<file path="config.mk">
export PLATFORM = sky130hd
export DESIGN_NAME = ntb_cfg_header
export DESIGN_NICKNAME = d
export VERILOG_FILES = /design/src/include/ntb_pkg.sv /design/src/ntb_cfg_header.sv
export SDC_FILE = /design/constraint.sdc
export NUM_CORES = 1
export LEC_CHECK = 0
export BUFFER_PORTS_ARGS = -buffer_cell sky130_fd_sc_hd__buf_4
export CAP_MARGIN = 20
export CORE_AREA = 2 2 211 213
export DETAILED_ROUTE_END_ITERATION = 6
export DIE_AREA = 0 0 213 215
export PLACE_DENSITY_LB_ADDON = 0.1
export SYNTH_ARGS = -nofsm -noshare
export SYNTH_HDL_FRONTEND = slang
export SYNTH_SLANG_ARGS = --single-unit
</file>
<file path="constraint.sdc">
create_clock -name i_sys_clk -period 2.1 [get_ports i_sys_clk]
set_input_delay 0.525 -clock i_sys_clk [delete_from_list [all_inputs] [get_ports i_sys_clk]]
set_output_delay 0.525 -clock i_sys_clk [all_outputs]
set_load 0.02 [all_outputs]
</file>
<file path="src/include/ntb_pkg.sv">
package ntb_pkg;
  // ----------------------------------------
  // config offsets
  // ----------------------------------------
  localparam logic [7:0] OFS_STATUS   = 8'h04;
  localparam logic [7:0] OFS_CLASS    = 8'h08;
  localparam logic [7:0] OFS_MISC     = 8'h0c;
  localparam logic [7:0] OFS_WIN0     = 8'h10;
  localparam logic [7:0] OFS_IOWIN    = 8'h14;
  localparam logic [7:0] OFS_WIN1     = 8'h18;
  localparam logic [7:0] OFS_WIN2     = 8'h1c;
  localparam logic [7:0] OFS_WIN3     = 8'h20;
  localparam logic [7:0] OFS_WIN3_UP  = 8'h24;
  // ----------------------------------------
  // field positions and values
  // ----------------------------------------
  localparam int          SIG_TABORT_BIT = 27;
  localparam int          RCV_TABORT_BIT = 28;
  localparam int          RCV_MABORT_BIT = 29;
  localparam int          SIG_SERR_BIT   = 30;
  localparam int          DET_PERR_BIT   = 31;
  localparam int          SETUP_EN_BIT   = 31;
  localparam logic [7:0]  PROG_IF        = 8'h00;
  localparam logic [7:0]  SUB_CLASS      = 8'h80;
  localparam logic [7:0]  BASE_CLASS     = 8'h06;
  // arbitrary neutral revision value
  localparam logic [7:0]  REVISION       = 8'h01;
  localparam logic [7:0]  CLS_MASK       = 8'h3c;
  localparam logic [7:0]  CLS_RESET      = 8'h00;
  localparam logic [7:0]  LAT_RST_PCI    = 8'h00;
  localparam logic [7:0]  LAT_RST_PCIX   = 8'h40;
  localparam logic [7:0]  HDR_TYPE       = 8'h00;
  localparam logic [31:0] MEM_BASE_MASK  = 32'hfffff000;
  localparam logic [31:0] IO_BASE_MASK   = 32'hffffff00;
  localparam logic [31:0] WIN_RESET      = 32'h00000000;
  localparam logic [31:0] CSR_AREA_MASK  = 32'hfffff000;
  localparam logic [1:0]  ATYPE_32       = 2'b00;
  localparam logic [1:0]  ATYPE_64       = 2'b01;
endpackage

</file>
<file path="src/ntb_cfg_header.sv">
`timescale 1ns/10ps
// Function
// bit 27 sets on completer abort sent or target abort signalled upstream.
// bit 28 sets on completer-abort completion or target abort received.
// bit 29 sets on unsupported-request completion or master abort detected.
// bit 30 sets on fatal/nonfatal message sent or system error driven.
// bit 31 sets on poisoned packet or primary parity error.
// status bits 27..31 clear by writing one; reset to zero.
// class code reads prog-if 00, sub-class 80, base class 06.
// cache line size bits 5:2 writable, others read zero.
// latency timer RO 00 forward; RW reverse, reset 00 PCI, 40 PCI-X.
// header type reads zero, single function, upper byte zero.
// first window 4KB..2GB; lowest 4KB maps registers, rest forwards.
// base bit writable only where its setup bit is one.
// first-window forwarded hits translate through its translated base.
// register I/O window reads I/O bit one, 256 bytes, base reset zero.
// second window memory or I/O per setup; translated base used.
// setup bit 31 zero disables the window; it claims nothing.
// third window 32-bit only, type 00, translated.
// fourth window: 32-bit translated, 64-bit untranslated with upper half.
// type bits read-only: space, address type, prefetch, 11:4 zero.
// read-only and reserved fields ignore writes, return fixed values.
module ntb_cfg_header (
  // clock and reset
  input  wire logic        i_sys_clk,
  input  wire logic        i_nrst,
  // mode straps
  input  wire logic        i_reverse_mode,
  input  wire logic        i_pcix_mode,
  // config access
  input  wire logic        i_cfg_wr,
  input  wire logic        i_cfg_rd,
  input  wire logic [7:0]  i_cfg_addr,
  input  wire logic [3:0]  i_cfg_be,
  input  wire logic [31:0] i_cfg_wdata,
  output logic      [31:0] o_cfg_rdata,
  // error events
  input  wire logic        i_ev_sig_tabort,
  input  wire logic        i_ev_rcv_tabort,
  input  wire logic        i_ev_rcv_mabort,
  input  wire logic        i_ev_sig_serr,
  input  wire logic        i_ev_det_perr,
  // setup registers of the windows
  input  wire logic [31:0] i_setup0,
  input  wire logic [31:0] i_setup_io,
  input  wire logic [31:0] i_setup1,
  input  wire logic [31:0] i_setup2,
  input  wire logic [31:0] i_setup3,
  input  wire logic [31:0] i_setup3_up,
  // translated bases
  input  wire logic [31:0] i_xlat0,
  input  wire logic [31:0] i_xlat1,
  input  wire logic [31:0] i_xlat2,
  input  wire logic [31:0] i_xlat3,
  // address decode request and result; system error pin
  input  wire logic [63:0] i_dec_addr,
  input  wire logic        i_dec_io,
  output logic             o_hit_csr_mem,
  output logic             o_hit_csr_io,
  output logic             o_hit_fwd,
  output logic      [63:0] o_fwd_addr,
  output logic             o_sys_err_n
);
  logic [4:0]  err_reg;
  logic [7:0]  cls_reg;
  logic [7:0]  lat_reg;
  logic [31:0] win0_reg;
  logic [31:0] iowin_reg;
  logic [31:0] win1_reg;
  logic [31:0] win2_reg;
  logic [31:0] win3_reg;
  logic [31:0] win3_up_reg;
  logic [31:0] wmask;
  logic [4:0]  err_next;
  logic        lat_init_reg;
  logic        hit_mem_next;
  logic        hit_io_next;
  logic        fwd_next;
  logic [63:0] fwd_addr_next;
  logic [31:0] win1_size_mask;
  logic [31:0] win0_wr_ok;
  logic [31:0] iowin_wr_ok;
  logic [31:0] win1_wr_ok;
  logic [31:0] win2_wr_ok;
  logic [31:0] win3_wr_ok;
  logic [31:0] win3_up_wr_ok;
  logic [31:0] win0_rd;
  logic [31:0] iowin_rd;
  logic [31:0] win1_rd;
  logic [31:0] win2_rd;
  logic [31:0] win3_rd;

  // ----------------------------------------
  // writable base bits per window
  // ----------------------------------------
  // low type bits never writable, so size probes read only the fixed or setup type bits there
  always_comb begin
    win1_size_mask = i_setup1[0] ? ntb_pkg::IO_BASE_MASK : ntb_pkg::MEM_BASE_MASK;
    win0_wr_ok     = i_setup0 & ntb_pkg::MEM_BASE_MASK;
    iowin_wr_ok    = i_setup_io & ntb_pkg::IO_BASE_MASK;
    win1_wr_ok     = i_setup1 & win1_size_mask;
    win2_wr_ok     = i_setup2 & ntb_pkg::MEM_BASE_MASK;
    win3_wr_ok     = i_setup3 & ntb_pkg::MEM_BASE_MASK;
    win3_up_wr_ok  = i_setup3_up;
  end

  // ----------------------------------------
  // write helpers
  // ----------------------------------------
  always_comb begin
    wmask = {{8{i_cfg_be[3]}}, {8{i_cfg_be[2]}}, {8{i_cfg_be[1]}}, {8{i_cfg_be[0]}}};
  end

  function automatic logic [31:0] upd(input logic [31:0] cur, input logic [31:0] wr_ok);
    logic [31:0] m;
    m = wr_ok & wmask;
    upd = (cur & ~m) | (i_cfg_wdata & m);
  endfunction

  // ----------------------------------------
  // error status
  // ----------------------------------------
  always_comb begin
    err_next = err_reg;
    if (i_cfg_wr && i_cfg_addr == ntb_pkg::OFS_STATUS && i_cfg_be[3]) begin
      err_next = err_reg & ~i_cfg_wdata[31:27];
    end
    // set wins over a same-cycle clear
    err_next[0] = err_next[0] | i_ev_sig_tabort;
    err_next[1] = err_next[1] | i_ev_rcv_tabort;
    err_next[2] = err_next[2] | i_ev_rcv_mabort;
    err_next[3] = err_next[3] | i_ev_sig_serr;
    err_next[4] = err_next[4] | i_ev_det_perr;
  end

  always_ff @(posedge i_sys_clk or negedge i_nrst) begin
    if (!i_nrst) begin
      err_reg <= 5'h00;
    end else begin
      err_reg <= err_next;
    end
  end

  // system error pin goes low one clock after its event, in reverse mode only
  always_ff @(posedge i_sys_clk or negedge i_nrst) begin
    if (!i_nrst) begin
      o_sys_err_n <= 1'b1;
    end else begin
      o_sys_err_n <= ~(i_reverse_mode & i_ev_sig_serr);
    end
  end

  // ----------------------------------------
  // cache line size and latency timer
  // ----------------------------------------
  always_ff @(posedge i_sys_clk or negedge i_nrst) begin
    if (!i_nrst) begin
      cls_reg <= ntb_pkg::CLS_RESET;
    end else if (i_cfg_wr && i_cfg_addr == ntb_pkg::OFS_MISC && i_cfg_be[0]) begin
      cls_reg <= i_cfg_wdata[7:0] & ntb_pkg::CLS_MASK;
    end
  end

  // reset value depends on strap, so it is loaded on the first clock after release
  always_ff @(posedge i_sys_clk or negedge i_nrst) begin
    if (!i_nrst) begin
      lat_init_reg <= 1'b0;
      lat_reg      <= ntb_pkg::LAT_RST_PCI;
    end else begin
      lat_init_reg <= 1'b1;
      if (!lat_init_reg) begin
        lat_reg <= i_pcix_mode ? ntb_pkg::LAT_RST_PCIX : ntb_pkg::LAT_RST_PCI;
      end else if (i_cfg_wr && i_cfg_addr == ntb_pkg::OFS_MISC && i_cfg_be[1]
                   && i_reverse_mode) begin
        lat_reg <= i_cfg_wdata[15:8];
      end
    end
  end

  // ----------------------------------------
  // base address windows
  // ----------------------------------------
  always_ff @(posedge i_sys_clk or negedge i_nrst) begin
    if (!i_nrst) begin
      win0_reg    <= ntb_pkg::WIN_RESET;
      iowin_reg   <= ntb_pkg::WIN_RESET;
      win1_reg    <= ntb_pkg::WIN_RESET;
      win2_reg    <= ntb_pkg::WIN_RESET;
      win3_reg    <= ntb_pkg::WIN_RESET;
      win3_up_reg <= ntb_pkg::WIN_RESET;
    end else if (i_cfg_wr) begin
      unique case (i_cfg_addr)
        ntb_pkg::OFS_WIN0: begin
          win0_reg <= upd(win0_reg, win0_wr_ok);
        end
        ntb_pkg::OFS_IOWIN: begin
          iowin_reg <= upd(iowin_reg, iowin_wr_ok);
        end
        ntb_pkg::OFS_WIN1: begin
          win1_reg <= upd(win1_reg, win1_wr_ok);
        end
        ntb_pkg::OFS_WIN2: begin
          win2_reg <= upd(win2_reg, win2_wr_ok);
        end
        ntb_pkg::OFS_WIN3: begin
          win3_reg <= upd(win3_reg, win3_wr_ok);
        end
        ntb_pkg::OFS_WIN3_UP: begin
          win3_up_reg <= upd(win3_up_reg, win3_up_wr_ok);
        end
        default: begin
        end
      endcase
    end
  end

  // ----------------------------------------
  // read mux
  // ----------------------------------------
  function automatic logic [31:0] bar_rd(input logic [31:0] base, input logic [31:0] setup,
                                         input logic [31:0] msk);
    bar_rd = (base & msk) | {28'h0000000, setup[3:0]};
  endfunction

  // ----------------------------------------
  // window read values
  // ----------------------------------------
  // win1..win3 type bits come from setup, never from the base flops; win0 and the I/O window read fixed ones
  always_comb begin
    win0_rd  = win0_reg & ntb_pkg::MEM_BASE_MASK;
    iowin_rd = (iowin_reg & ntb_pkg::IO_BASE_MASK) | 32'h00000001;
    win1_rd  = bar_rd(win1_reg, i_setup1 & 32'h0000000f, win1_size_mask);
    win2_rd  = bar_rd(win2_reg, i_setup2 & 32'h00000008, ntb_pkg::MEM_BASE_MASK);
    win3_rd  = bar_rd(win3_reg, i_setup3 & 32'h0000000a, ntb_pkg::MEM_BASE_MASK);
  end

  always_ff @(posedge i_sys_clk or negedge i_nrst) begin
    if (!i_nrst) begin
      o_cfg_rdata <= 32'h00000000;
    end else if (i_cfg_rd) begin
      unique case (i_cfg_addr)
        ntb_pkg::OFS_STATUS: o_cfg_rdata <= {err_reg, 27'h0000000};
        ntb_pkg::OFS_CLASS: begin
          o_cfg_rdata <= {ntb_pkg::BASE_CLASS, ntb_pkg::SUB_CLASS,
                          ntb_pkg::PROG_IF, ntb_pkg::REVISION};
        end
        ntb_pkg::OFS_MISC: begin
          o_cfg_rdata <= {8'h00, ntb_pkg::HDR_TYPE,
                          (i_reverse_mode ? lat_reg : 8'h00), cls_reg};
        end
        ntb_pkg::OFS_WIN0:    o_cfg_rdata <= win0_rd;
        ntb_pkg::OFS_IOWIN:   o_cfg_rdata <= iowin_rd;
        ntb_pkg::OFS_WIN1:    o_cfg_rdata <= win1_rd;
        ntb_pkg::OFS_WIN2:    o_cfg_rdata <= win2_rd;
        ntb_pkg::OFS_WIN3:    o_cfg_rdata <= win3_rd;
        ntb_pkg::OFS_WIN3_UP: o_cfg_rdata <= win3_up_reg;
        default: o_cfg_rdata <= 32'h00000000;
      endcase
    end
  end

  // ----------------------------------------
  // address decode and translation
  // ----------------------------------------
  function automatic logic hit32(input logic [31:0] a, input logic [31:0] base,
                                 input logic [31:0] setup, input logic [31:0] msk);
    logic [31:0] m;
    m = setup & msk;
    hit32 = setup[ntb_pkg::SETUP_EN_BIT] && ((a & m) == (base & m));
  endfunction

  always_comb begin
    logic [31:0] a;
    logic [31:0] m;
    a = i_dec_addr[31:0];
    m = 32'h00000000;
    hit_mem_next  = 1'b0;
    hit_io_next   = 1'b0;
    fwd_next      = 1'b0;
    fwd_addr_next = i_dec_addr;
    if (i_dec_io) begin
      if ((a & ntb_pkg::IO_BASE_MASK) == (iowin_reg & ntb_pkg::IO_BASE_MASK)) begin
        hit_io_next = 1'b1;
      end else if (i_setup1[0] && hit32(a, win1_reg, i_setup1, ntb_pkg::IO_BASE_MASK)) begin
        m = i_setup1 & ntb_pkg::IO_BASE_MASK;
        fwd_next = 1'b1;
        fwd_addr_next = {32'h00000000, (i_xlat1 & m) | (a & ~m)};
      end
    end else if (i_dec_addr[63:32] == 32'h00000000
                 && hit32(a, win0_reg, i_setup0, ntb_pkg::MEM_BASE_MASK)) begin
      m = i_setup0 & ntb_pkg::MEM_BASE_MASK;
      if ((a & ~m & ntb_pkg::CSR_AREA_MASK) == 32'h00000000) begin
        hit_mem_next = 1'b1;
      end else begin
        fwd_next = 1'b1;
        fwd_addr_next = {32'h00000000, (i_xlat0 & m) | (a & ~m)};
      end
    end else if (i_dec_addr[63:32] == 32'h00000000 && !i_setup1[0]
                 && hit32(a, win1_reg, i_setup1, ntb_pkg::MEM_BASE_MASK)) begin
      m = i_setup1 & ntb_pkg::MEM_BASE_MASK;
      fwd_next = 1'b1;
      fwd_addr_next = {32'h00000000, (i_xlat1 & m) | (a & ~m)};
    end else if (i_dec_addr[63:32] == 32'h00000000
                 && hit32(a, win2_reg, i_setup2, ntb_pkg::MEM_BASE_MASK)) begin
      m = i_setup2 & ntb_pkg::MEM_BASE_MASK;
      fwd_next = 1'b1;
      fwd_addr_next = {32'h00000000, (i_xlat2 & m) | (a & ~m)};
    end else if (i_setup3[2:1] == ntb_pkg::ATYPE_64) begin
      if (i_setup3[ntb_pkg::SETUP_EN_BIT] && i_setup3_up[ntb_pkg::SETUP_EN_BIT]
          && ((i_dec_addr & {i_setup3_up, i_setup3 & ntb_pkg::MEM_BASE_MASK})
              == ({win3_up_reg, win3_reg} & {i_setup3_up, i_setup3 & ntb_pkg::MEM_BASE_MASK}))) begin
        fwd_next = 1'b1;
      end
    end else if (i_dec_addr[63:32] == 32'h00000000
                 && hit32(a, win3_reg, i_setup3, ntb_pkg::MEM_BASE_MASK)) begin
      m = i_setup3 & ntb_pkg::MEM_BASE_MASK;
      fwd_next = 1'b1;
      fwd_addr_next = {32'h00000000, (i_xlat3 & m) | (a & ~m)};
    end
  end

  always_ff @(posedge i_sys_clk or negedge i_nrst) begin
    if (!i_nrst) begin
      o_hit_csr_mem <= 1'b0;
      o_hit_csr_io  <= 1'b0;
      o_hit_fwd     <= 1'b0;
      o_fwd_addr    <= 64'h0000000000000000;
    end else begin
      o_hit_csr_mem <= hit_mem_next;
      o_hit_csr_io  <= hit_io_next;
      o_hit_fwd     <= fwd_next;
      o_fwd_addr    <= fwd_addr_next;
    end
  end
endmodule

</file>
Word level (Yosys, flattened, before mapping)
Index checks and enable logic that the tools add are counted.
- flip-flop bits (word level): 310
- equality and inequality tests: 18
- muxes and demuxes: 31
- bitwise gates (word level): 76
- reductions and logical operators: 28
- operator list (kind ; count):
    AND 32 bit ; 40
    two-way mux 64 bit ; 9
    inverter 32 bit ; 11
    bitwise OR 32 bit ; 11
    one-hot mux 32 bit (9 select lines) ; 1
    == test 32 bit ; 5
    AND 64 bit ; 2
    bitwise OR 32 x 4 -> 32 bit ; 3
    == test 64 bit ; 1
    logical NOT 32 bit ; 2
    == test 8 x 5 -> 1 bit (second input constant) ; 4
    == test 24 bit ; 1
    two-way mux 8 bit ; 3
    logical AND 1 bit ; 19
    == test 8 x 4 -> 1 bit (second input constant) ; 2
    == test 8 x 6 -> 1 bit (second input constant) ; 2
    two-way mux 1 bit ; 15
    two-way mux 12 bit ; 1
    AND reduction 2 bit ; 6
    == test 8 x 3 -> 1 bit (second input constant) ; 1
    two-way mux 7 bit ; 1
    AND 5 bit ; 1
    two-way mux 5 bit ; 1
    inverter 5 bit ; 1
    other kinds (6) ; 10

Depth between registers and ports, before layout
- word-level depth: 10
- depth in mapped cells: 10
- depth with buffers taken out: 7

Least setup slack after synthesis
Ideal clock, no wire load.
- path type: input -> register
- start: in i_dec_addr[59]
- end: reg o_fwd_addr[26]
- library setup time: 0.137 ns
- arrival: 2.601 ns
- data required time: 1.963 ns
- path slack: -0.637 ns
- stages: 9
- buffers on the path: 2
- path through: nor4_1 > nand2_1 > or4_1 > buf_2 > nor4_4 > nand2_1 > buf_2 > a311oi_1 > a221oi_2
- word-level cells in the longest chain between the ends: 8
- ends and longest elaborated chain (element ; RTL line ; RTL):
    start, declared ; ntb_cfg_header.sv:56 ; input wire logic [63:0] i_dec_addr,
    logical NOT 32 bit (*) ; n/a ;
    logical AND 1 bit ; ntb_cfg_header.sv:315 ; && hit32(a, win3_reg, i_setup3, ntb_pkg::MEM_BASE_MASK)) begin
    two-way mux 64 bit ; ntb_cfg_header.sv:314 ; end else if (i_dec_addr[63:32] == 32'h00000000
    two-way mux 64 bit ; ntb_cfg_header.sv:308 ; end else if (i_setup3[2:1] == ntb_pkg::ATYPE_64) begin
    two-way mux 64 bit ; ntb_cfg_header.sv:303 ; end else if (i_dec_addr[63:32] == 32'h00000000
    two-way mux 64 bit ; ntb_cfg_header.sv:298 ; end else if (i_dec_addr[63:32] == 32'h00000000 && !i_setup1[0]
    two-way mux 64 bit (*) ; ntb_cfg_header.sv:289 ; end else if (i_dec_addr[63:32] == 32'h00000000
    two-way mux 64 bit (*) ; ntb_cfg_header.sv:281 ; if (i_dec_io) begin
    via fwd_addr_next[26] ; ntb_cfg_header.sv:79 ; logic [63:0] fwd_addr_next;
    end signal, assigned ; ntb_cfg_header.sv:332 ; o_fwd_addr <= fwd_addr_next;
    end, declared ; ntb_cfg_header.sv:61 ; output logic [63:0] o_fwd_addr,
Mark *: on every way through the listed nets, which the timed path passes. The rest lies on a longest branch.
A chain may end at the register's enable or synchronous reset.

==> results by group <==
Critical path
  – Stages on worst setup path: 10
  – Crit start category: flop
  – CP max FO: 9
  – R2R Setup Slk: -0.43 ns
  – WP data required: 2.58 ns
  – Crit Path Class: flop to flop
  – Reg-to-reg critical path endpoint: o_fwd_addr[20]$_DFF_PN0_
  – R2R depth: 10
  – Critical Path Max Stage Delay: 0.42 ns
  – Top cell by count, worst path: buf_4
  – Arrival time worst endpoint: 3.00 ns
  – Crit-path cells: xor2_1 > a22oi_2 > buf_4 > nand4_1 > buf_4 > nor4_4 > or2_1 > buf_6 > a21oi_1 > a221oi_1
  – Crit. End Element: flop
  – Top Family by Delay on Critical Path: simple AND/OR/NAND/NOR gates
  – CP bufs+invs: 3
  – Slowest cell on crit path: dfrtp_1

Flow run
  – # Max-Cap Violations: 0

Cells and area
  – Nets: 2,846
  – Final Util: 57.8%
  – Synth-to-layout area growth: 66.7%
  – Ant. Diodes: 0
  – Layout cells sized above 1: 55.1%

Synthesis
  – Mux share of post-synthesis cell area: 15.2%
  – Synth Area in Simple Gates: 14.0%
  – Post-synthesis sequential area ratio: 42.7%
  – Top post-synthesis cells by area: dfrtp_1, mux2_2, xor2_1
  – EDFF count, synth: 0
  – Mapped Area: 15,100 um2
  – Synth top cells by count: dfrtp_1, nand2_1, mux2_2, xor2_1, clkbuf_1
  – Xor-xnor portion of the synthesized cell area: 8.16%
  – Post-Synth Adder-Cell Area: 0%
  – Synth unique cells: 59
  – Most common cell in the netlist: dfrtp_1
  – #FFs+latches synth: 258
  – Mapped Nets: 1,944
  – Combinational family with the most area after synthesis: compound AO/OA/AOI/OAI gates
  – Synth area leader: dfrtp_1
  – Async SR Flop Fraction: 100%
  – Post-Syn Area per Cell: 10.1 um2
  – Synth Area in Compound Gates: 16.3%
  – Main synth FF type: dfrtp_1
  – Yosys warnings: 0
  – Syn Inst Count: 1,504
  – Synth top area share: 42.5%

Clocking
  – CTS clk-pin slew, worst paths: 0.06 ns
  – Clk_lat worst skew: 0.58 ns
  – H-tree Lvls: 1
  – CTS Buffer Depth: 3
  – CTS Buf Count: 30
  – Root Driver: clkbuf_16
  – CTS tree: built
  – CTS Sinks: 258

Global route
  – First-pass GRT wire length: 118,000 um
  – GRT Overall Usage: 36.0%
  – Antenna violations before repair: 1
  – GR Overflow Total: 0
  – Number of global-route vias before repair: 17,000
  – Largest net degree at the start of global routing: 65

Worst hold path
  – Hold Path End: o_fwd_addr[7]$_DFF_PN0_
  – HP Start: i_dec_addr[7]
  – Hold-critical path depth: 1
  – Hold Crit Class: input pin to flop

Die
  – FP Rows: 77
  – Die ar.: 45,800 um2
  – Io pins: 540
  – Core Box Area: 43,600 um2
  – Vert. Die Dim: 215 um
  – Die width: 213 um
  – Starting Density: 34.7%

STA
  – RSZ-0062 raised after global routing: true
  – Slew @ Worst Pin: 0.606 ns
  – FMAX: 0.395 GHz
  – Final setup vio count: 58
  – Hold_ws: 0.0465 ns
  – Post-Route Skew: 0.00810 ns
  – Worst relative slew slack: 59.5%
  – Final period util: 120%
  – PnR worst setup slack: -0.429 ns
  – Max-slew violations: 0
  – Min cycle time layout: 2.53 ns
  – Final hold vios: 0

Run status
  – Status: finished, violations left
  – Failing checks: DRC, setup timing

Placement
  – Post-DP HPWL: 68,100 um
  – Gpl congestion: 0.987
  – I/O Buffers: 451

Drt
  – TritonRoute pass-1 iters: 7
  – Residual DRC: 4
  – Iter 0 DRT Violations: 1,829
  – Total wire length: 84,200 um
  – Antenna Nets Post-Route: 0
  – Drt wl/cell: 27.9 um
  – DR vias: 16,700
  – Vias per cell: 5.55

Pwr
  – Peak VDD IR: 556 uV
  – PwrDens: 530 nW/um2
  – Static leakage: 12.4 nW
[how the worst max path moves through the flow]
| stage | startpoint | endpoint |
|---|---|---|
| 2_1_floorplan | i_dec_addr[39] | o_fwd_addr[16]$_DFF_PN0_ |
| 3_3_place_gp | i_dec_addr[51] | o_fwd_addr[28]$_DFF_PN0_ |
| 3_5_place_dp | i_dec_addr[51] | o_fwd_addr[28]$_DFF_PN0_ |
| 4_1_cts | flop | o_fwd_addr[23]$_DFF_PN0_ |
| 5_1_grt | flop | o_fwd_addr[20]$_DFF_PN0_ |
| 6_report | flop | o_fwd_addr[20]$_DFF_PN0_ |
[layout make-up]
cell class                 instances  area, um2
fill                            3897      18400
clock inverter                     8       93.8
tap                              592        741
inverter                          49        184
sequential                       258       6460
clock buffer                      45        908
timing repair buffer             962       7850
multi-input combinational       1105       9000
[cell usage in the layout, fill, tap and decap left out, types with 21 or more instances in the layout]
cell / n
buf_4: 904
dfrtp_1: 257
mux2_2: 159
nand2_1: 156
xor2_1: 116
a22oi_1: 57
inv_1: 47
buf_12: 44
a21oi_1: 43
nand2_2: 42
mux2i_1: 39
nand4_1: 35
and2_4: 33
o22ai_1: 31
clkbuf_16: 31
a221oi_1: 27
and3_1: 24
xnor2_1: 22
a31oi_1: 21
[worst reg2reg max path, delay by kind of cell, from the launching register on]
family / cells / cell delay [ns]
and+or+nand+nor: 3 / 0.69
xor gates and xnor gates: 1 / 0.17
AOI/OAI and AO/OA: 3 / 0.58
buffers and inverters: 3 / 0.55
DFF: 1 / 0.42
[routing by layer]
metal	track usage, %	share of wire [%]
met3	5.17	8.6
met4	12.9	4.0
met5	0	0.012
met1	51.1	43
met2	55.7	45
[cells by family after synthesis]
family / count (synthesis)
AO/OA/AOI/OAI: 333
XOR/XNOR: 141
buffers and inverters: 144
flip-flops: 258
multiplexers: 208
other: 1
AND/OR/NAND/NOR: 419
[stage by stage]
stage	area [um2]	cells	setup slack (ns)	setup TNS [ns]	power [W]
global placement	23500	2943	-0.993	-87.51	0.00786
finish	25200	3019	-0.429	-13.44	0.0134
detailed placement	23500	2943	-1.01	-90.53	0.00785
global route	25200	3019	-0.502	-18.43	0.0137
CTS	25000	3011	-0.327	-9.32	0.0134
floorplan	15800	1504	-0.470	-26.12	0.00596
[report_power, final]
part | switching (W) | total (W) | internal (W)
clock | 0.00227 | 0.00547 | 0.00320
sequential | 0.0000761 | 0.00517 | 0.00509
combinational | 0.00144 | 0.00274 | 0.00130
total | 0.00378 | 0.0134 | 0.00960
[what timing repair did]
| item | CTS | global route |
|---|---|---|
| endpoints found under the setup margin | 58 | 58 |
| hold buffers | 1 | 0 |
| hold endpoints to repair | 18 | 0 |
| gates cloned | 4 | 1 |
| gates resized for setup | 72 | 49 |
| pin swaps | 31 | 8 |
| setup buffers | 11 | 7 |
No activity file was read; power rests on OpenSTA's default activity.
